===== src/shared/diag_pkg.sv =====
package diag_pkg;

    // Clock and flash timing
    localparam int CLK_PERIOD_NS     = 100;
    localparam int FLASH_HALF_NS     = 250_000_000;
    localparam int FLASH_HALF_CYCLES = FLASH_HALF_NS / CLK_PERIOD_NS;
    localparam int FLASH_CNT_W       = 22;

    // Channels and alarm sources (channels first, module load supply last)
    localparam int NUM_CHAN = 4;
    localparam int NUM_SRC  = 5;
    localparam int SRC_LOAD = 4;

    // Synchronised pin vector layout
    localparam int SYNC_W    = 10;
    localparam int PIN_BP    = 0;
    localparam int PIN_LOAD  = 1;
    localparam int PIN_SHORT = 2;
    localparam int PIN_WIRE  = 6;

    // Register byte addresses
    localparam logic [7:0] ADDR_CTRL        = 8'h00;
    localparam logic [7:0] ADDR_STATUS      = 8'h04;
    localparam logic [7:0] ADDR_ALARM_INFO  = 8'h08;
    localparam logic [7:0] ADDR_RECORD_REQ  = 8'h0C;
    localparam logic [7:0] ADDR_RECORD_DATA = 8'h10;

    // Field positions
    localparam int CTRL_PV_BIT    = 0;
    localparam int CTRL_EN_LSB    = 4;
    localparam int CTRL_PERR_LSB  = 8;
    localparam int ST_BP_BIT      = 0;
    localparam int ST_LOAD_BIT    = 1;
    localparam int ST_PV_BIT      = 2;
    localparam int ST_FAULT_BIT   = 3;
    localparam int ST_VSTAT_LSB   = 4;
    localparam int ST_CHALM_LSB   = 8;
    localparam int ST_RECBAD_BIT  = 12;
    localparam int AI_SRC_LSB     = 8;
    localparam int AI_VALID_BIT   = 16;
    localparam int REC0_LOAD_BIT  = 1;
    localparam int REC0_NOPV_BIT  = 2;
    localparam int REC0_CH_LSB    = 4;

    // Error codes
    localparam logic [7:0] CODE_NONE  = 8'h00;
    localparam logic [7:0] CODE_SHORT = 8'h01;
    localparam logic [7:0] CODE_WIRE  = 8'h06;
    localparam logic [7:0] CODE_OVER  = 8'h07;
    localparam logic [7:0] CODE_UNDER = 8'h08;
    localparam logic [7:0] CODE_PARAM = 8'h10;
    localparam logic [7:0] CODE_LOAD  = 8'h11;

    // Record numbers
    localparam logic [7:0] RECORD_MODULE  = 8'h00;
    localparam logic [7:0] RECORD_CHANNEL = 8'h01;

endpackage

===== src/hw/diag_status_indicator.sv =====
// Added by the designer: the placing of the registers and strobed register access.
`timescale 1ns/10ps
module diag_status_indicator
    import diag_pkg::*;
#(
    parameter int FLASH_HALF = FLASH_HALF_CYCLES
) (
    input  wire logic                i_sys_clk,
    input  wire logic                i_resetn,
    input  wire logic                i_backplane_ok,
    input  wire logic                i_load_supply_ok,
    input  wire logic [NUM_CHAN-1:0] i_short_fault,
    input  wire logic [NUM_CHAN-1:0] i_wire_break,
    input  wire logic [NUM_CHAN-1:0] i_overflow,
    input  wire logic [NUM_CHAN-1:0] i_underflow,
    input  wire logic [7:0]          i_addr,
    input  wire logic [31:0]         i_wdata,
    input  wire logic                i_wr,
    input  wire logic                i_rd,
    output logic [31:0]              o_rdata,
    output logic                     o_run_indicator,
    output logic                     o_error_indicator,
    output logic                     o_supply_indicator,
    output logic [NUM_CHAN-1:0]      o_channel_indicator,
    output logic [NUM_CHAN-1:0]      o_channel_alarm_indicator,
    output logic [NUM_CHAN-1:0]      o_value_status_bit,
    output logic                     o_diag_alarm,
    output logic [7:0]               o_alarm_code,
    output logic [2:0]               o_alarm_source
);

    typedef struct packed {
        logic [SYNC_W-1:0]             sync1;
        logic [SYNC_W-1:0]             sync2;
        logic [SYNC_W-1:0]             sync3;
        logic [SYNC_W-1:0]             filt;
        logic                          param_valid;
        logic [NUM_CHAN-1:0]           chan_en;
        logic [NUM_CHAN-1:0]           param_err;
        logic [NUM_SRC-1:0][7:0]       prev_code;
        logic [NUM_SRC-1:0]            pend;
        logic [NUM_SRC-1:0][7:0]       pend_code;
        logic                          alarm;
        logic [7:0]                    alarm_code;
        logic [2:0]                    alarm_src;
        logic [7:0]                    info_code;
        logic [2:0]                    info_src;
        logic                          info_valid;
        logic [31:0]                   record_data;
        logic                          record_bad;
        logic [31:0]                   rdata;
        logic                          run;
        logic                          err;
        logic                          supply;
        logic [NUM_CHAN-1:0]           ch_ind;
        logic [NUM_CHAN-1:0]           ch_alm;
        logic [NUM_CHAN-1:0]           vstat;
    } diag_state_type;

    diag_state_type st_ff;
    diag_state_type nxt_st;

    logic                    flash_level;
    logic [NUM_SRC-1:0][7:0] code;
    logic [NUM_SRC-1:0]      onset;
    logic [NUM_SRC-1:0]      clr;
    logic [NUM_CHAN-1:0]     alm_ch;
    logic [NUM_CHAN-1:0]     short_f;
    logic [NUM_CHAN-1:0]     wire_f;
    logic                    any_fault;
    logic                    bp_ok;
    logic                    load_ok;
    logic                    found;
    logic [2:0]              pick;
    logic [SYNC_W-1:0]       agree;
    logic [31:0]             rec0;
    logic [31:0]             rec1;

    // One shared flash source keeps all flashing indicators in phase
    flash_timer #(
        .FLASH_HALF (FLASH_HALF)
    ) u_flash (
        .i_sys_clk     (i_sys_clk),
        .i_resetn      (i_resetn),
        .o_flash_level (flash_level)
    );

    // Whole block state update: pin filtering, codes, alarms, indicators, registers
    always_comb begin
        nxt_st = st_ff;

        // Three-stage capture; a level counts once the last two stages agree
        nxt_st.sync1 = {i_wire_break, i_short_fault, i_load_supply_ok, i_backplane_ok};
        nxt_st.sync2 = st_ff.sync1;
        nxt_st.sync3 = st_ff.sync2;
        agree        = ~(st_ff.sync2 ^ st_ff.sync3);
        nxt_st.filt  = (agree & st_ff.sync3) | (~agree & st_ff.filt);

        bp_ok   = st_ff.filt[PIN_BP];
        load_ok = st_ff.filt[PIN_LOAD];
        short_f = st_ff.filt[PIN_SHORT +: NUM_CHAN];
        wire_f  = st_ff.filt[PIN_WIRE +: NUM_CHAN];

        // Per-channel code; parameter trouble masks the analog faults behind it
        for (int c = 0; c < NUM_CHAN; c++) begin
            if (!st_ff.chan_en[c]) begin
                code[c] = CODE_NONE;
            end else if (st_ff.param_err[c]) begin
                code[c] = CODE_PARAM;
            end else if (short_f[c]) begin
                code[c] = CODE_SHORT;
            end else if (wire_f[c]) begin
                code[c] = CODE_WIRE;
            end else if (i_overflow[c]) begin
                code[c] = CODE_OVER;
            end else if (i_underflow[c]) begin
                code[c] = CODE_UNDER;
            end else begin
                code[c] = CODE_NONE;
            end
            alm_ch[c] = st_ff.chan_en[c] & (wire_f[c] | i_overflow[c] | i_underflow[c]);
        end
        // Load loss only means something while the backplane powers us
        code[SRC_LOAD] = (bp_ok && !load_ok) ? CODE_LOAD : CODE_NONE;

        any_fault = 1'b0;
        for (int s = 0; s < NUM_SRC; s++) begin
            any_fault = any_fault | (code[s] != CODE_NONE);
            onset[s]  = (code[s] != CODE_NONE) && (code[s] != st_ff.prev_code[s]);
        end
        nxt_st.prev_code = code;

        // Lowest pending source is reported first, one alarm per cycle
        found = 1'b0;
        pick  = 3'h0;
        for (int s = NUM_SRC - 1; s >= 0; s--) begin
            if (st_ff.pend[s]) begin
                found = 1'b1;
                pick  = 3'(s);
            end
        end
        clr = '0;
        if (found) begin
            clr[pick] = 1'b1;
        end
        // A new event in the same cycle as the report keeps its pending bit
        nxt_st.pend = (st_ff.pend & ~clr) | onset;
        for (int s = 0; s < NUM_SRC; s++) begin
            if (onset[s]) begin
                nxt_st.pend_code[s] = code[s];
            end
        end
        nxt_st.alarm      = found;
        nxt_st.alarm_code = found ? st_ff.pend_code[pick] : CODE_NONE;
        nxt_st.alarm_src  = found ? pick : 3'h0;

        // Run and error indicators
        if (!bp_ok) begin
            nxt_st.run = 1'b0;
            nxt_st.err = 1'b0;
        end else if (!st_ff.param_valid) begin
            nxt_st.run = flash_level;
            nxt_st.err = 1'b0;
        end else if (any_fault) begin
            nxt_st.run = 1'b1;
            nxt_st.err = flash_level;
        end else begin
            nxt_st.run = 1'b1;
            nxt_st.err = 1'b0;
        end
        nxt_st.supply = load_ok;

        // Channel lamps and value status; a dead load supply clears every value status bit
        for (int c = 0; c < NUM_CHAN; c++) begin
            nxt_st.ch_ind[c] = st_ff.chan_en[c] && (code[c] == CODE_NONE);
            nxt_st.ch_alm[c] = alm_ch[c];
            nxt_st.vstat[c]  = st_ff.chan_en[c] && (code[c] == CODE_NONE) && load_ok;
        end

        // Diagnostic records served to the host
        rec0 = '0;
        rec0[0]             = any_fault;
        rec0[REC0_LOAD_BIT] = (code[SRC_LOAD] != CODE_NONE);
        rec0[REC0_NOPV_BIT] = ~st_ff.param_valid;
        for (int c = 0; c < NUM_CHAN; c++) begin
            rec0[REC0_CH_LSB + c] = (code[c] != CODE_NONE);
        end
        rec1 = {code[3], code[2], code[1], code[0]};

        // Register writes
        if (i_wr) begin
            case (i_addr)
                ADDR_CTRL: begin
                    nxt_st.param_valid = i_wdata[CTRL_PV_BIT];
                    nxt_st.chan_en     = i_wdata[CTRL_EN_LSB +: NUM_CHAN];
                    nxt_st.param_err   = i_wdata[CTRL_PERR_LSB +: NUM_CHAN];
                end
                ADDR_RECORD_REQ: begin
                    case (i_wdata[7:0])
                        RECORD_MODULE: begin
                            nxt_st.record_data = rec0;
                            nxt_st.record_bad  = 1'b0;
                        end
                        RECORD_CHANNEL: begin
                            nxt_st.record_data = rec1;
                            nxt_st.record_bad  = 1'b0;
                        end
                        default: begin
                            nxt_st.record_data = '0;
                            nxt_st.record_bad  = 1'b1;
                        end
                    endcase
                end
                ADDR_ALARM_INFO: begin
                    if (i_wdata[AI_VALID_BIT]) begin
                        nxt_st.info_valid = 1'b0;
                    end
                end
                default: begin
                    nxt_st.record_bad = st_ff.record_bad;
                end
            endcase
        end

        // Latest alarm is kept for the host; the set beats a clear
        if (found) begin
            nxt_st.info_valid = 1'b1;
            nxt_st.info_code  = st_ff.pend_code[pick];
            nxt_st.info_src   = pick;
        end

        // Read data stand for exactly one cycle after the strobe
        nxt_st.rdata = '0;
        if (i_rd) begin
            case (i_addr)
                ADDR_CTRL: begin
                    nxt_st.rdata[CTRL_PV_BIT]                = st_ff.param_valid;
                    nxt_st.rdata[CTRL_EN_LSB +: NUM_CHAN]   = st_ff.chan_en;
                    nxt_st.rdata[CTRL_PERR_LSB +: NUM_CHAN] = st_ff.param_err;
                end
                ADDR_STATUS: begin
                    nxt_st.rdata[ST_BP_BIT]                = bp_ok;
                    nxt_st.rdata[ST_LOAD_BIT]              = load_ok;
                    nxt_st.rdata[ST_PV_BIT]                = st_ff.param_valid;
                    nxt_st.rdata[ST_FAULT_BIT]             = any_fault;
                    nxt_st.rdata[ST_VSTAT_LSB +: NUM_CHAN] = st_ff.vstat;
                    nxt_st.rdata[ST_CHALM_LSB +: NUM_CHAN] = st_ff.ch_alm;
                    nxt_st.rdata[ST_RECBAD_BIT]            = st_ff.record_bad;
                end
                ADDR_ALARM_INFO: begin
                    nxt_st.rdata[7:0]                 = st_ff.info_code;
                    nxt_st.rdata[AI_SRC_LSB +: 3]     = st_ff.info_src;
                    nxt_st.rdata[AI_VALID_BIT]        = st_ff.info_valid;
                end
                ADDR_RECORD_DATA: begin
                    nxt_st.rdata = st_ff.record_data;
                end
                default: begin
                    nxt_st.rdata = '0;
                end
            endcase
        end
    end

    // All state in one register; indicators start dark
    always_ff @(posedge i_sys_clk) begin
        if (!i_resetn) begin
            st_ff <= '0;
        end else begin
            st_ff <= nxt_st;
        end
    end

    // Outputs come straight from the state register
    assign o_rdata                   = st_ff.rdata;
    assign o_run_indicator           = st_ff.run;
    assign o_error_indicator         = st_ff.err;
    assign o_supply_indicator        = st_ff.supply;
    assign o_channel_indicator       = st_ff.ch_ind;
    assign o_channel_alarm_indicator = st_ff.ch_alm;
    assign o_value_status_bit        = st_ff.vstat;
    assign o_diag_alarm              = st_ff.alarm;
    assign o_alarm_code              = st_ff.alarm_code;
    assign o_alarm_source            = st_ff.alarm_src;

    // Checks next to the logic they guard
    chk_backplane_dark: assert property (@(posedge i_sys_clk) disable iff (!i_resetn)
        !bp_ok |=> (!o_run_indicator && !o_error_indicator))
        else $error("indicators lit without backplane supply");
    chk_startup_flash: assert property (@(posedge i_sys_clk) disable iff (!i_resetn)
        (bp_ok && !st_ff.param_valid) |=> (o_run_indicator == $past(flash_level) && !o_error_indicator))
        else $error("run indicator not flashing during startup");
    chk_fault_flash: assert property (@(posedge i_sys_clk) disable iff (!i_resetn)
        (bp_ok && st_ff.param_valid && any_fault)
        |=> (o_run_indicator && o_error_indicator == $past(flash_level)))
        else $error("error indicator not flashing on fault");
    chk_supply_lamp: assert property (@(posedge i_sys_clk) disable iff (!i_resetn)
        1'b1 |=> (o_supply_indicator == $past(load_ok)))
        else $error("supply indicator does not follow load supply");
    chk_channel_off: assert property (@(posedge i_sys_clk) disable iff (!i_resetn)
        1'b1 |=> ((o_channel_indicator & ~$past(st_ff.chan_en)) == '0))
        else $error("deactivated channel indicator lit");
    chk_wire_alarm_lamp: assert property (@(posedge i_sys_clk) disable iff (!i_resetn)
        (st_ff.chan_en[0] && wire_f[0]) |=> o_channel_alarm_indicator[0])
        else $error("channel alarm indication missing on wire break");
    chk_alarm_raised: assert property (@(posedge i_sys_clk) disable iff (!i_resetn)
        (onset != '0) |-> ##[1:6] o_diag_alarm)
        else $error("diagnostic event gave no alarm");
    chk_alarm_coded: assert property (@(posedge i_sys_clk) disable iff (!i_resetn)
        o_diag_alarm |-> (o_alarm_code != CODE_NONE))
        else $error("alarm without error code");
    chk_short_code: assert property (@(posedge i_sys_clk) disable iff (!i_resetn)
        (st_ff.chan_en[0] && !st_ff.param_err[0] && short_f[0] && onset[0])
        |-> ##[1:6] (o_diag_alarm && o_alarm_source == 3'h0 && o_alarm_code == CODE_SHORT))
        else $error("short not reported with its code");
    chk_wire_code: assert property (@(posedge i_sys_clk) disable iff (!i_resetn)
        (onset[1] && st_ff.chan_en[1] && !st_ff.param_err[1] && !short_f[1] && wire_f[1])
        |-> ##[1:6] (o_diag_alarm && o_alarm_source == 3'h1 && o_alarm_code == CODE_WIRE))
        else $error("wire break not reported with its code");
    chk_over_code: assert property (@(posedge i_sys_clk) disable iff (!i_resetn)
        (onset[2] && st_ff.chan_en[2] && !st_ff.param_err[2] && !short_f[2] && !wire_f[2] && i_overflow[2])
        |-> ##[1:6] (o_diag_alarm && o_alarm_source == 3'h2 && o_alarm_code == CODE_OVER))
        else $error("overflow not reported with its code");
    chk_under_code: assert property (@(posedge i_sys_clk) disable iff (!i_resetn)
        (onset[3] && st_ff.chan_en[3] && !st_ff.param_err[3] && !short_f[3] && !wire_f[3]
            && !i_overflow[3] && i_underflow[3])
        |-> ##[1:6] (o_diag_alarm && o_alarm_source == 3'h3 && o_alarm_code == CODE_UNDER))
        else $error("underflow not reported with its code");
    chk_param_code: assert property (@(posedge i_sys_clk) disable iff (!i_resetn)
        (onset[1] && st_ff.chan_en[1] && st_ff.param_err[1])
        |-> ##[1:6] (o_diag_alarm && o_alarm_source == 3'h1 && o_alarm_code == CODE_PARAM))
        else $error("parameter error not reported with its code");
    chk_load_code: assert property (@(posedge i_sys_clk) disable iff (!i_resetn)
        onset[SRC_LOAD] |-> ##[1:6] (o_diag_alarm && o_alarm_code == CODE_LOAD))
        else $error("load loss not reported with its code");
    chk_record_read: assert property (@(posedge i_sys_clk) disable iff (!i_resetn)
        (i_wr && i_addr == ADDR_RECORD_REQ && i_wdata[7:0] == RECORD_CHANNEL)
        ##1 (i_rd && i_addr == ADDR_RECORD_DATA) |=> (o_rdata == $past(st_ff.record_data, 1)))
        else $error("record data not returned");
    chk_value_status: assert property (@(posedge i_sys_clk) disable iff (!i_resetn)
        (code[1] != CODE_NONE) |=> !o_value_status_bit[1])
        else $error("value status set on faulty channel");

    cov_alarm: cover property (@(posedge i_sys_clk) disable iff (!i_resetn) o_diag_alarm);
    cov_error_flash: cover property (@(posedge i_sys_clk) disable iff (!i_resetn)
        o_run_indicator && $rose(o_error_indicator));
    cov_record: cover property (@(posedge i_sys_clk) disable iff (!i_resetn)
        i_rd && i_addr == ADDR_RECORD_DATA && !st_ff.record_bad);
    cov_two_pending: cover property (@(posedge i_sys_clk) disable iff (!i_resetn)
        $countones(st_ff.pend) > 1);

endmodule


===== src/hw/flash_timer.sv =====
`timescale 1ns/10ps
module flash_timer
    import diag_pkg::*;
#(
    parameter int FLASH_HALF = FLASH_HALF_CYCLES
) (
    input  wire logic i_sys_clk,
    input  wire logic i_resetn,
    output logic      o_flash_level
);

    typedef struct packed {
        logic [FLASH_CNT_W-1:0] cnt;
        logic                   level;
    } flash_state_type;

    localparam logic [FLASH_CNT_W-1:0] LAST_CNT = FLASH_CNT_W'(FLASH_HALF - 1);

    flash_state_type st_ff;
    flash_state_type nxt_st;

    // Free-running half-period counter; level flips at each wrap
    always_comb begin
        nxt_st = st_ff;
        if (st_ff.cnt == LAST_CNT) begin
            nxt_st.cnt   = '0;
            nxt_st.level = ~st_ff.level;
        end else begin
            nxt_st.cnt = st_ff.cnt + 1'b1;
        end
    end

    // Reset restarts the phase so every indicator flashes in step
    always_ff @(posedge i_sys_clk) begin
        if (!i_resetn) begin
            st_ff <= '0;
        end else begin
            st_ff <= nxt_st;
        end
    end

    assign o_flash_level = st_ff.level;

    chk_flash_half_period: assert property (@(posedge i_sys_clk) disable iff (!i_resetn)
        (st_ff.cnt == LAST_CNT) |=> (o_flash_level != $past(o_flash_level)))
        else $error("flash level did not flip at end of half period");
    chk_flash_steady: assert property (@(posedge i_sys_clk) disable iff (!i_resetn)
        (st_ff.cnt != LAST_CNT) |=> $stable(o_flash_level))
        else $error("flash level changed mid period");

endmodule


===== config.mk =====
export PLATFORM = sky130hd
export DESIGN_NAME = diag_status_indicator
export DESIGN_NICKNAME = d
export VERILOG_FILES = /design/src/shared/diag_pkg.sv /design/src/hw/diag_status_indicator.sv /design/src/hw/flash_timer.sv
export SDC_FILE = /design/constraint.sdc
export NUM_CORES = 1
export LEC_CHECK = 0
export BUFFER_PORTS_ARGS = -buffer_cell sky130_fd_sc_hd__buf_4
export CAP_MARGIN = 0
export CORE_AREA = 8 8 106 204
export DETAILED_ROUTE_END_ITERATION = 6
export DIE_AREA = 0 0 114 212
export PLACE_DENSITY = 0.61
export SLEW_MARGIN = 20
export SYNTH_ARGS = -nofsm -noshare
export SYNTH_HDL_FRONTEND = slang
export SYNTH_SLANG_ARGS = --single-unit

===== constraint.sdc =====
create_clock -name i_sys_clk -period 2.6 [get_ports i_sys_clk]
set_input_delay 0.13 -clock i_sys_clk [delete_from_list [all_inputs] [get_ports i_sys_clk]]
set_output_delay 0.13 -clock i_sys_clk [all_outputs]
set_load 0.05 [all_outputs]

* Word level (Yosys, flattened, before mapping)
Cells that the tools add are included.
** Word-level totals
- Bits in registers :: 261
- Bits in latches :: 0
- Bits in writable memories :: 0
- Memory bits (read-only) :: 0
- Input port bits :: 62
- Output and inout port bits :: 59
- Word-level logic and storage cells :: 172
- Memories :: 0
** Cells by class
- Add/sub/neg operators :: 1
- Multiply operators :: 0
- Div/mod/pow operators :: 0
- $lt $le $gt $ge :: 2
- Eq/ne operators :: 11
- Shift-type cells :: 0
- Mux-type cells :: 55
- Bitwise operators :: 28
- Reduce and logical (&&, ||, !) cells :: 39
** Operators by type and width (count)
- $pmux W33 S2 :: 1
- $mux W4 :: 16
- $logic_not A8 Y1 :: 6
- $mux W5 :: 9
- $reduce_bool A8 Y1 :: 5
- $mux W34 :: 1
- $mux W32 :: 1
- $ne A8 B8 Y1 :: 4
- $pmux W7 S4 :: 1
- $bmux W8 S3 :: 1
- $add A22 B1 Y22 const B :: 1
- $eq A22 B22 Y1 const B :: 1
- $and A10 B10 Y10 :: 2
- $not A10 Y10 :: 2
- $eq A8 B4 Y1 const B :: 2
- $mux W8 :: 2
- $logic_and A1 B1 Y1 :: 15
- $mux W3 :: 5
- $or A1 B1 Y1 :: 12
- $mux W1 :: 11
- $or A10 B10 Y10 :: 1
- $reduce_and A2 Y1 :: 5
- $xor A10 B10 Y10 :: 1
- $pmux W3 S3 :: 1
- other kinds (21) :: 30

* Depth between registers and ports, before layout
Gate-level depths: netlist of the first run.
- Word-level depth :: 15
- Depth in mapped cells :: 7
- Mapped depth without buffers :: 6

* By module
From an unflattened synthesis of the first run, not the netlist that was laid out.
** Second synthesis, totals
- Cells, all modules :: 833
- Area total of the unflattened synthesis :: 7729.9 um^2
** By module, submodules not included
- diag_status_indicator :: instances 1, cells each 712, area an instance 6673.9 um^2, seq. area each 3223.1 um^2
- flash_timer :: instances 1, cells each 121, area an instance 1056.0 um^2, seq. area each 460.4 um^2

* Worst setup path after synthesis of the first run
OpenSTA, ideal clock, no wires.
- Path kind :: register -> register
- From :: reg st_ff[195] (netlist name)
- To :: reg st_ff[124] (netlist name)
- Setup time :: 0.117 ns
- Data arrival time :: 1.873 ns
- Required time :: 2.483 ns
- Setup slack :: 0.610 ns
- Stages on the path, launching flop included :: 7
- Buffers on the path :: 1
- Clock period less this slack :: 1.990 ns
- Cell sequence :: dfxtp_1 clkbuf_1 nor3b_1 a31oi_1 or3_1 or3_1 a32o_1
** Between the ends
- Cells in the longest elaborated chain, start to end :: 3
- Elaborated cells on any way between the ends :: 4
- Classes of those cells :: eq/ne (1); mux (1); reduce/logical (2)
** RTL lines
- start: declaration :: line diag_status_indicator.sv:60 : diag_state_type st_ff;
- start signal: assignment :: line diag_status_indicator.sv:270 : st_ff <= nxt_st;
- $mux W5 (*) :: line diag_status_indicator.sv:106 : if (!st_ff.chan_en[c]) begin
- $ne A8 B8 Y1 / $reduce_bool A8 Y1 (equally long branches) :: line diag_status_indicator.sv:129 : onset[s] = (code[s] != CODE_NONE) && (code[s] != st_ff.prev_code[s]);
- $logic_and A1 B1 Y1 :: line diag_status_indicator.sv:129
Mark *: on every way between the ends. The rest lies on a longest branch, timed or not.
A chain may end at the register's enable or synchronous reset.

* Final worst setup path of the first run
- From :: reg st_ff[191] (netlist name)
- To :: reg st_ff[124] (netlist name)
** Between the ends
- Cells in the longest elaborated chain, start to end :: 4
- Elaborated cells on any way between the ends :: 5
- Classes of those cells :: eq/ne (1); mux (2); reduce/logical (2)
** RTL lines
- $mux W5 (*) :: line diag_status_indicator.sv:108 : end else if (st_ff.param_err[c]) begin
- $mux W5 (*) :: line diag_status_indicator.sv:106
- $ne A8 B8 Y1 / $reduce_bool A8 Y1 (equally long branches) :: line diag_status_indicator.sv:129
- $logic_and A1 B1 Y1 :: line diag_status_indicator.sv:129
Marked as above.

==> key figures, run 1 <==
GRT
  – Global-route wire length before repair: 29900 um
  – Number of global-route vias before repair: 5709
  – GRT Util Overall: 0.158
  – GRT overflow: 0
  – Initial antenna violation count: 0
  – Pin count of the biggest net entering global routing: 44

Worst setup path
  – Crit. End Element: register
  – R2R Path End: st_ff[124]$_SDFFE_PN0P_
  – CP arrival: 2410 ps
  – CP startpoint kind: register
  – Worst R2R Path Depth: 5
  – Setup CP Type: reg -> reg
  – R2r setup slk: 500 ps
  – Critical Path RT: 2910 ps
  – Critical Path Fanout Max: 7
  – RR Startpoint: st_ff[191]$_SDFFE_PN0P_

Clock network
  – Resized cells post-CTS: 0
  – Post-CTS setup buffers: 0
  – CTS Buf Count: 17
  – Root buffer cell: clkbuf_16
  – CTS H-tree lvls: 4
  – CTS clock-pin slew for the worst setup and hold paths: 70 ps
  – CTS sink count: 184
  – Skew-Pair Late Insertion Delay: 430 ps
  – Bufs on Longest Clock Path: 2
  – CTS tree: done

Timing
  – RSZ-0062 raised after global routing: false
  – Fin crit period: 2100 ps
  – Tcrit/Tclk final: 0.808
  – Clk_skew: 12.6 ps
  – Max Slew Vio Count: 0
  – Endpoints failing hold: 0
  – Final Worst Setup Slack: 499 ps
  – Peak Freq: 476 MHz
  – Fin Hold WS: 9.96 ps
  – Fin Setup TNS: 0 ps
  – Slew @ Worst Pin: 721 ps
  – Slew headroom: 0.519
  – Final setup fails: 0

Logic synthesis
  – Number of synthesized flops with an enable pin: 0
  – Distinct cells, synth: 63
  – Sequential share of the synthesized area: 0.495
  – Cells after Synth: 814
  – Post-synth top flop: dfxtp_1
  – Average size of a mapped cell: 9.14 sq um
  – Syn Std Cell Area: 7440 sq um
  – Yosys warns: 0
  – Post-synth ARST share: 0
  – Post-synthesis register bit count: 184

Place
  – Placer Congestion: 0.875
  – Dpl hpwl: 14100 um
  – Cell Area, Placed: 8060 sq um
  – Place WS: 345 ps
  – Placed Cells: 1101
  – I/O Buffers: 89

Pwr
  – Combinational Power Share: 0.041
  – Power per cell area: 646 nW/um^2
  – Sequential Power Share: 0.498
  – Peak VDD IR: 428 uV
  – Static Leak: 0.00368 uW
  – Internal: 4430 uW
  – Sw power: 1300 uW
  – Clock share of power: 0.461
  – Switching part of the total power: 0.227

Route
  – Residual DRC count: 0
  – Post-detailed-route count of antenna-violating nets: 0
  – WL final: 18800 um
  – Drt initial violations: 336
  – WL/cell: 16.3 um
  – DR vias/cell: 5.05
  – Initial DRT Pass Iterations: 5
  – Via count: 5827

Cells and area
  – Cell area after layout: 8870 sq um
  – Fin nets: 944
  – Commonest cells after routing, fill and taps aside: dfxtp_1, buf_4, nor2_1, nand2_1, and2_1
  – Synthesis-to-finish area growth: 19.2%
  – Commonest non-fill, non-tap cell in the layout: dfxtp_1
  – Final cell count without fillers: 1153
  – Layout cells sized above 1: 0.172
  – Fill count: 1851
  – Ant. Diodes: 0

Floorplan
  – Width of the die: 114 um
  – I/O pin cnt: 121
  – Starting Density: 0.389
  – Core area: 19100 sq um
  – Num rows: 72
  – Die height: 212 um
  – Total Die Area: 24200 sq um

Worst hold path
  – WHS Path Cells: 2
  – HP Start: i_addr[3]
  – Hold path endpoint: o_rdata[11]$_SDFF_PN0_
  – HP Class: in -> reg

Job
  – Maxcap violations: 0

Outcome
  – Outcome: finished, final reports clean
## synth_stat cells (16+ instances only)
cell type / n / share of area
nand2_1: 59 / 0.030
dfxtp_1: 184 / 0.50
buf_4: 55 / 0.056
a22oi_1: 16 / 0.016
inv_1: 16 / 0.0081
clkbuf_1: 29 / 0.015
nor2b_1: 18 / 0.015
a21oi_1: 31 / 0.021
and3_1: 19 / 0.016
nand3_1: 16 / 0.011
and2_1: 45 / 0.038
o21ai_0: 36 / 0.024
nor2_1: 93 / 0.047
nor3_1: 17 / 0.011
xnor2_1: 20 / 0.024
## worst max-delay path, cell delays in order (launching register included)
cell     delay (ps)
dfxtp_1         400
nor3b_1         400
nor2b_1         360
xor2_1          200
or3_1           420
a32o_1          220
## metrics by stage
stage                     total power (uW)  utilization
after detailed placement              3130        0.422
after CTS                             5780        0.464
after global routing                  5920        0.464
after global placement                3130        0.422
final                                 5730        0.464
after floorplan                       3050            -
## worst max path at each step
stage,end,cells past startpoint,start,slack [ps]
after CTS,st_ff[124]$_SDFFE_PN0P_,5,st_ff[191]$_SDFFE_PN0P_,530
after global placement,st_ff[49]$_SDFFE_PN0P_,5,i_addr[1],380
after floorplan,st_ff[124]$_SDFFE_PN0P_,6,st_ff[195]$_SDFFE_PN0P_,610
after detailed placement,st_ff[50]$_SDFFE_PN0P_,5,i_addr[1],350
after global routing,st_ff[124]$_SDFFE_PN0P_,5,st_ff[191]$_SDFFE_PN0P_,310
final,st_ff[124]$_SDFFE_PN0P_,5,st_ff[191]$_SDFFE_PN0P_,500
## timing repair
action                                  in CTS  in global routing
endpoints found under the hold margin       19                  0
hold buffers                                20                  0
endpoints found under the setup margin       0                  0
## cell type report
| class | instances | area (sq um) | share of cell area |
|---|---|---|---|
| timing repair buffer | 126 | 996 | 0.112 |
| inverter | 16 | 60.1 | 0.00677 |
| tap | 259 | 324 | 0.0365 |
| clock buffer | 19 | 453 | 0.0511 |
| sequential | 184 | 3680 | 0.415 |
| clock inverter | 13 | 156 | 0.0176 |
| multi-input combinational | 536 | 3190 | 0.360 |
## cell families (layout without fill, tap and decap cells)
group / count (synthesis) / in the layout / share of synthesized area
mux: 19 / 19 / 0.0262
simple gates: 334 / 334 / 0.237
compound gates: 142 / 142 / 0.126
other cells: 1 / 12 / 0.000504
flops: 184 / 184 / 0.495
fa+ha+maj: 1 / 1 / 0.00168
xor+xnor: 28 / 28 / 0.0330
buf+inv: 105 / 174 / 0.0808
## flip-flops by register name, summed over array words and instances (netlist names), 4 cells and up
register,flops
nxt_st,20
o_alarm_code,4
o_channel_alarm_indicator,4
o_channel_indicator,4
o_rdata,21
o_value_status_bit,4
short_f,4
st_ff,91
u_flash.st_ff,22
## power groups by stage
| stage | Combinational, uW | Sequential, uW | Clock (uW) |
|---|---|---|---|
| after global placement | 211 | 2920 | 0 |
| final | 235 | 2850 | 2640 |
| after floorplan | 138 | 2910 | 0 |
| after global routing | 256 | 2850 | 2810 |
| after detailed placement | 213 | 2920 | 0 |
| after CTS | 237 | 2850 | 2690 |
## metal layers
metal,global-route usage,vias up,share of wire,wire length [um]
li1,-,2896,-,-
met1,0.184,2734,0.42,7950
met2,0.276,172,0.51,9530
met3,0.0344,25,0.052,973
met4,0.0606,0,0.021,389
met5,0,-,0,0
Power figures use the tool's default switching activity.
==> run 2: changes to the inputs <==
PLACE_DENSITY = 0.63   (was 0.61)
clock period = 1.9 ns   (was 2.6 ns; I/O delays follow)
==> key figures, run 2 (synthesized netlist as in run 1, its figures left out) <==
Timing
  – Max Slew Vio Count: 0 (unchanged)
  – Fin crit period: 1860 ps (was 2100 ps)
  – Clk_skew: 11.3 ps (was 12.6 ps)
  – Peak Freq: 538 MHz (was 476 MHz)
  – Tcrit/Tclk final: 0.978 (was 0.808)
  – Final setup fails: 0 (unchanged)
  – Fin Hold WS: 28.3 ps (was 9.96 ps)
  – Endpoints failing hold: 0 (unchanged)
  – Slew headroom: 0.543 (was 0.519)
  – Slew @ Worst Pin: 685 ps (was 721 ps)

Cells and area
  – Fin nets: 988 (was 944)
  – Largest register FFs: 91 (unchanged)
  – Area occupied by multi-input gates: 3280 sq um (was 3190 sq um)
  – Fill count: 1862 (was 1851)
  – Register area: 3690 sq um (was 3680 sq um)
  – Commonest non-fill, non-tap cell in the layout: dfxtp_1 (unchanged)
  – Layout cells sized above 1: 0.225 (was 0.172)
  – Final core occ: 0.488 (was 0.464)
  – Reg with most FFs: st_ff (unchanged)
  – Synthesis-to-finish area growth: 25.2% (was 19.2%)
  – Ant. Diodes: 0 (unchanged)
  – Commonest cells after routing, fill and taps aside: dfxtp_1, buf_4, nor2_1, nand2_1, and2_1 (unchanged)

Worst setup path
  – Critical path depth: 5 (unchanged)
  – R2R Path End: st_ff[132]$_SDFFE_PN0P_ (was st_ff[124]$_SDFFE_PN0P_)
  – Setup CP Type: reg -> reg (unchanged)
  – Cell chain of the critical path: or4b_2, o32ai_2, nor3_2, or2_4, a32o_1 (was nor3b_1, nor2b_1, xor2_1, or3_1, a32o_1)
  – RR Startpoint: st_ff[207]$_SDFFE_PN0N_ (was st_ff[191]$_SDFFE_PN0P_)
  – Crit. End Element: register (unchanged)
  – Critical Path RT: 2220 ps (was 2910 ps)
  – Critical Path End: st_ff[132]$_SDFFE_PN0P_ (was st_ff[124]$_SDFFE_PN0P_)
  – CP arrival: 2170 ps (was 2410 ps)
  – Worst Setup SP: st_ff[207]$_SDFFE_PN0N_ (was st_ff[191]$_SDFFE_PN0P_)
  – CP delay by family, top: simple AND/OR/NAND/NOR gates (unchanged)
  – Sum of buffers and inverters on the critical path: 0 (unchanged)
  – Critical Path Fanout Max: 4 (was 7)
  – CP startpoint kind: register (unchanged)
  – CP max stage delay: 680 ps (was 420 ps)
  – Worst R2R Path Depth: 5 (unchanged)
  – Slowest CP cell: or4b_2 (was or3_1)
  – R2r setup slk: 40 ps (was 500 ps)

Pwr
  – Power per cell area: 858 nW/um^2 (was 646 nW/um^2)
  – Static Leak: 0.00391 uW (was 0.00368 uW)
  – Peak VDD IR: 580 uV (was 428 uV)
  – Power Total: 7990 uW (was 5730 uW)

Route
  – Residual DRC count: 0 (unchanged)
  – DR vias/cell: 5.04 (was 5.05)
  – WL final: 19700 um (was 18800 um)
  – Via count: 6032 (was 5827)
  – Initial DRT Pass Iterations: 5 (unchanged)
  – Post-detailed-route count of antenna-violating nets: 0 (unchanged)
  – Drt initial violations: 349 (was 336)
  – WL/cell: 16.4 um (was 16.3 um)

Clock network
  – Bufs on Longest Clock Path: 2 (unchanged)
  – CTS H-tree lvls: 4 (unchanged)
  – CTS clock-pin slew for the worst setup and hold paths: 70 ps (about the same)
  – Root buffer cell: clkbuf_16 (unchanged)
  – Skew-Pair Late Insertion Delay: 430 ps (about the same)
  – CTS tree: done (unchanged)
  – CTS sink count: 184 (unchanged)
  – CTS Buf Count: 17 (unchanged)

Outcome
  – Outcome: finished, final reports clean (unchanged)

Place
  – Dpl hpwl: 14700 um (was 14100 um)
  – Placer Congestion: 0.910 (was 0.875)
  – I/O Buffers: 89 (unchanged)

GRT
  – Initial antenna violation count: 0 (unchanged)
  – Number of global-route vias before repair: 6054 (was 5709)
  – GRT overflow: 0 (unchanged)
  – Global-route wire length before repair: 31400 um (was 29900 um)
  – GRT Util Overall: 0.165 (was 0.158)
  – Pin count of the biggest net entering global routing: 25 (was 44)

Floorplan
  – Starting Density: 0.389 (unchanged)
  – I/O pin cnt: 121 (unchanged)
  – Width of the die: 114 um (unchanged)
  – Total Die Area: 24200 sq um (unchanged)
  – Num rows: 72 (unchanged)
  – Die height: 212 um (unchanged)
  – Core area: 19100 sq um (unchanged)

Worst hold path
  – HP Class: in -> reg (unchanged)

Job
  – Maxcap violations: 0 (unchanged)
[run 2: area by class of cell]
| cell class | instances | area share |
|---|---|---|
| timing repair buffer | 170 | 0.143 |
| clock inverter | 15 | 0.0218 |
| sequential | 184 | 0.396 |
| tap | 259 | 0.0348 |
| inverter | 16 | 0.00645 |
| multi-input combinational | 536 | 0.352 |
| clock buffer | 17 | 0.0457 |
[run 2: where the power goes]
part / internal (uW) / total, uW / switching (uW)
Combinational: 148 / 350 / 202
Clock: 2130 / 3740 / 1610
Sequential: 3890 / 3900 / 14.7
Total: 6160 / 7990 / 1830
[run 2: metrics by stage]
stage | setup slack, ps | setup TNS, ps | cells | area, sq um
after floorplan | -5.05 | -5.05 | 825 | 7490
after global placement | -121 | -2060 | 1141 | 8370
after detailed placement | -133 | -1930 | 1141 | 8370
after CTS | 2.04 | 0 | 1197 | 9240
after global routing | -12.4 | -45.6 | 1197 | 9310
final | 42.6 | 0 | 1197 | 9310
[run 2: metal layers]
layer / share of wire / up-vias / global-route usage
li1: - / 2982 / -
met1: 0.41 / 2831 / 0.185
met2: 0.50 / 181 / 0.287
met3: 0.049 / 38 / 0.0327
met4: 0.035 / 0 / 0.0883
met5: 0 / - / 0
[run 2: how the worst min path moves through the flow]
| stage | endpoint | slack, ps | startpoint | depth (start not counted) |
|---|---|---|---|---|
| global route | st_ff[160]$_SDFF_PN0_ | 30 | i_overflow[1] | 4 |
| finish | st_ff[160]$_SDFF_PN0_ | 30 | i_overflow[1] | 4 |
| global placement | nxt_st[220]$_SDFF_PN0_ | 310 | i_short_fault[0] | 2 |
| floorplan | nxt_st[218]$_SDFF_PN0_ | 220 | i_backplane_ok | 1 |
| detailed placement | nxt_st[220]$_SDFF_PN0_ | 310 | i_short_fault[0] | 2 |
| CTS | st_ff[168]$_SDFF_PN0_ | 20 | i_overflow[2] | 4 |
[run 2: timing repair]
action	in CTS	in global routing
pin swaps	0	2
endpoints found under the hold margin	25	0
buffers inserted	0	0
endpoints found under the setup margin	5	33
hold buffers	24	0
resized for setup	2	19
[run 2: worst min-delay path, stage by stage]
cell and delay [ps]:
buf_4 90, nor2_2 50, nand3_1 70, nor2_1 80
==> run 3: changes to the inputs <==
CORE_AREA = 8 8 95 182   (was 8 8 106 204)
DIE_AREA = 0 0 103 190   (was 0 0 114 212)
PLACE_DENSITY = 0.77   (was 0.63)
clock period = 1.55 ns   (was 1.9 ns; I/O delays follow)
==> key figures, run 3 (synthesized netlist as in run 1, its figures left out) <==
Clock network
  – CTS H-tree lvls: 4 (unchanged)
  – Root buffer cell: clkbuf_16 (unchanged)
  – CTS sink count: 184 (unchanged)
  – CTS tree: done (unchanged)
  – Bufs on Longest Clock Path: 2 (unchanged)
  – Skew-Pair Late Insertion Delay: 430 ps (about the same)
  – CTS Buf Count: 17 (unchanged)
  – CTS clock-pin slew for the worst setup and hold paths: 60 ps (was 70 ps)

Worst setup path
  – RR Startpoint: st_ff[190]$_SDFFE_PN0P_ (was st_ff[207]$_SDFFE_PN0N_)
  – Worst Setup SP: st_ff[190]$_SDFFE_PN0P_ (was st_ff[207]$_SDFFE_PN0N_)
  – CP arrival: 2140 ps (was 2170 ps)
  – Critical Path Fanout Max: 5 (was 4)
  – Worst R2R Path Depth: 5 (unchanged)
  – CP startpoint kind: register (unchanged)
  – Critical Path RT: 1870 ps (was 2220 ps)
  – Crit. End Element: register (unchanged)
  – Setup CP Type: reg -> reg (unchanged)

Timing
  – Final setup fails: 46 (was 0)
  – Final Worst Setup Slack: -268 ps (was 42.6 ps)
  – Fin crit period: 1820 ps (was 1860 ps)
  – Peak Freq: 550 MHz (was 538 MHz)
  – Tcrit/Tclk final: 1.17 (was 0.978)
  – Endpoints failing hold: 0 (unchanged)
  – Slew headroom: 0.566 (was 0.543)
  – Fin Setup TNS: -5240 ps (was 0 ps)
  – RSZ-0062 raised after global routing: true
  – Max Slew Vio Count: 0 (unchanged)
  – Clk_skew: 10.5 ps (was 11.3 ps)
  – Fin Hold WS: 12.6 ps (was 28.3 ps)
  – Slew @ Worst Pin: 646 ps (was 685 ps)

Cells and area
  – Commonest non-fill, non-tap cell in the layout: buf_4 (was dfxtp_1)
  – Ant. Diodes: 0 (unchanged)
  – Layout cells sized above 1: 0.366 (was 0.225)
  – Largest register FFs: 91 (unchanged)
  – Final core occ: 0.694 (was 0.488)
  – Area occupied by multi-input gates: 3740 sq um (was 3280 sq um)
  – Commonest cells after routing, fill and taps aside: buf_4, dfxtp_1, nor2_1, nand2_1, and2_1 (was dfxtp_1, buf_4, nor2_1, nand2_1, and2_1)
  – Reg with most FFs: st_ff (unchanged)
  – Register area: 3720 sq um (was 3690 sq um)
  – Fin nets: 1068 (was 988)
  – Fill count: 1094 (was 1862)
  – Synthesis-to-finish area growth: 38.3% (was 25.2%)

GRT
  – Initial antenna violation count: 0 (unchanged)
  – GRT Util Overall: 0.225 (was 0.165)
  – Number of global-route vias before repair: 6911 (was 6054)
  – Pin count of the biggest net entering global routing: 24 (was 25)
  – Global-route wire length before repair: 33900 um (was 31400 um)
  – GRT overflow: 0 (unchanged)

Worst hold path
  – HP Start: i_overflow[2] (was i_overflow[1])
  – HP Class: in -> reg (unchanged)
  – WHS Path Cells: 4 (unchanged)

Route
  – Via count: 6667 (was 6032)
  – Residual DRC count: 0 (unchanged)
  – Post-detailed-route count of antenna-violating nets: 0 (unchanged)
  – DR vias/cell: 5.50 (was 5.04)
  – Initial DRT Pass Iterations: 5 (unchanged)
  – Drt initial violations: 312 (was 349)
  – WL final: 22000 um (was 19700 um)
  – WL/cell: 18.2 um (was 16.4 um)

Floorplan
  – Width of the die: 103 um (was 114 um)
  – Total Die Area: 19600 sq um (was 24200 sq um)
  – Die height: 190 um (was 212 um)
  – Core area: 14800 sq um (was 19100 sq um)
  – Num rows: 63 (was 72)
  – Starting Density: 0.502 (was 0.389)
  – I/O pin cnt: 121 (unchanged)

Place
  – Dpl hpwl: 15400 um (was 14700 um)
  – Placer Congestion: 0.915 (was 0.910)
  – I/O Buffers: 89 (unchanged)

Pwr
  – Power per cell area: 917 nW/um^2 (was 858 nW/um^2)
  – Static Leak: 0.00436 uW (was 0.00391 uW)
  – Peak VDD IR: 796 uV (was 580 uV)

Outcome
  – Outcome: finished, violations left (was finished, final reports clean)
  – Violated checks: setup timing

Job
  – Maxcap violations: 0 (unchanged)
## run 3: cell count changes in the layout (fill, tap and decap cells not counted), sizes merged
cell,before,now
buf,146,226
bufinv,3,1
clkbuf,17,19
clkinv,2,3
dlygate4sd3,24,21
inv,24,22
nand2b,4,7
## run 3: layout make-up
cell class              count  area share
repair buffers            247       0.190
clock inverters            12      0.0113
clock buffers              19      0.0431
well taps                 195      0.0237
flip-flops and latches    184       0.361
inverters                  16     0.00584
multi-input cells         539       0.364
## run 3: routing by layer
metal  wire [um]  vias up  share of wire  global-route usage
met3        1250      101          0.057              0.0469
li1            -     3141              -                   -
met4        1440        0          0.065               0.163
met5           0        -              0                   0
met2       12200      256           0.55               0.423
met1        7130     3169           0.32               0.201
## run 3: path summary, 6_finish.rpt
path / end / slack, ps
min reg2reg: nxt_st[215]$_SDFF_PN0_ / 430
max: st_ff[116]$_SDFFE_PN0P_ / -270
min: st_ff[168]$_SDFF_PN0_ / 10
max reg2reg: st_ff[116]$_SDFFE_PN0P_ / -270
## run 3: per-stage QoR
step / area (sq um) / worst slack, ps / total power, uW / instances
3_5_place_dp: 8920 / -471 / 5310 / 1140
4_1_cts: 10100 / -189 / 9460 / 1205
2_1_floorplan: 7690 / -337 / 5130 / 825
3_3_place_gp: 8920 / -448 / 5300 / 1140
6_report: 10300 / -268 / 9430 / 1212
5_1_grt: 10300 / -323 / 9730 / 1212
## run 3: power breakdown
part	switching, uW	internal, uW	total [uW]
combinational	284	222	506
clock	1870	2270	4150
sequential	19.4	4760	4780
## run 3: worst max-delay path, cell delays in order, from the launching register on
cell	delay, ps
dfxtp_4	380
nor3b_4	270
a31oi_1	140
or3_4	380
or3_4	340
a32o_1	200
## run 3: repair_timing
action | CTS | global route
endpoints found under the hold margin | 24 | 0
resized for setup | 73 | 37
endpoints found under the setup margin | 56 | 65
pin swaps | 40 | 29
buffers inserted | 11 | 7
gates cloned | 3 | 0
hold buffers | 21 | 0
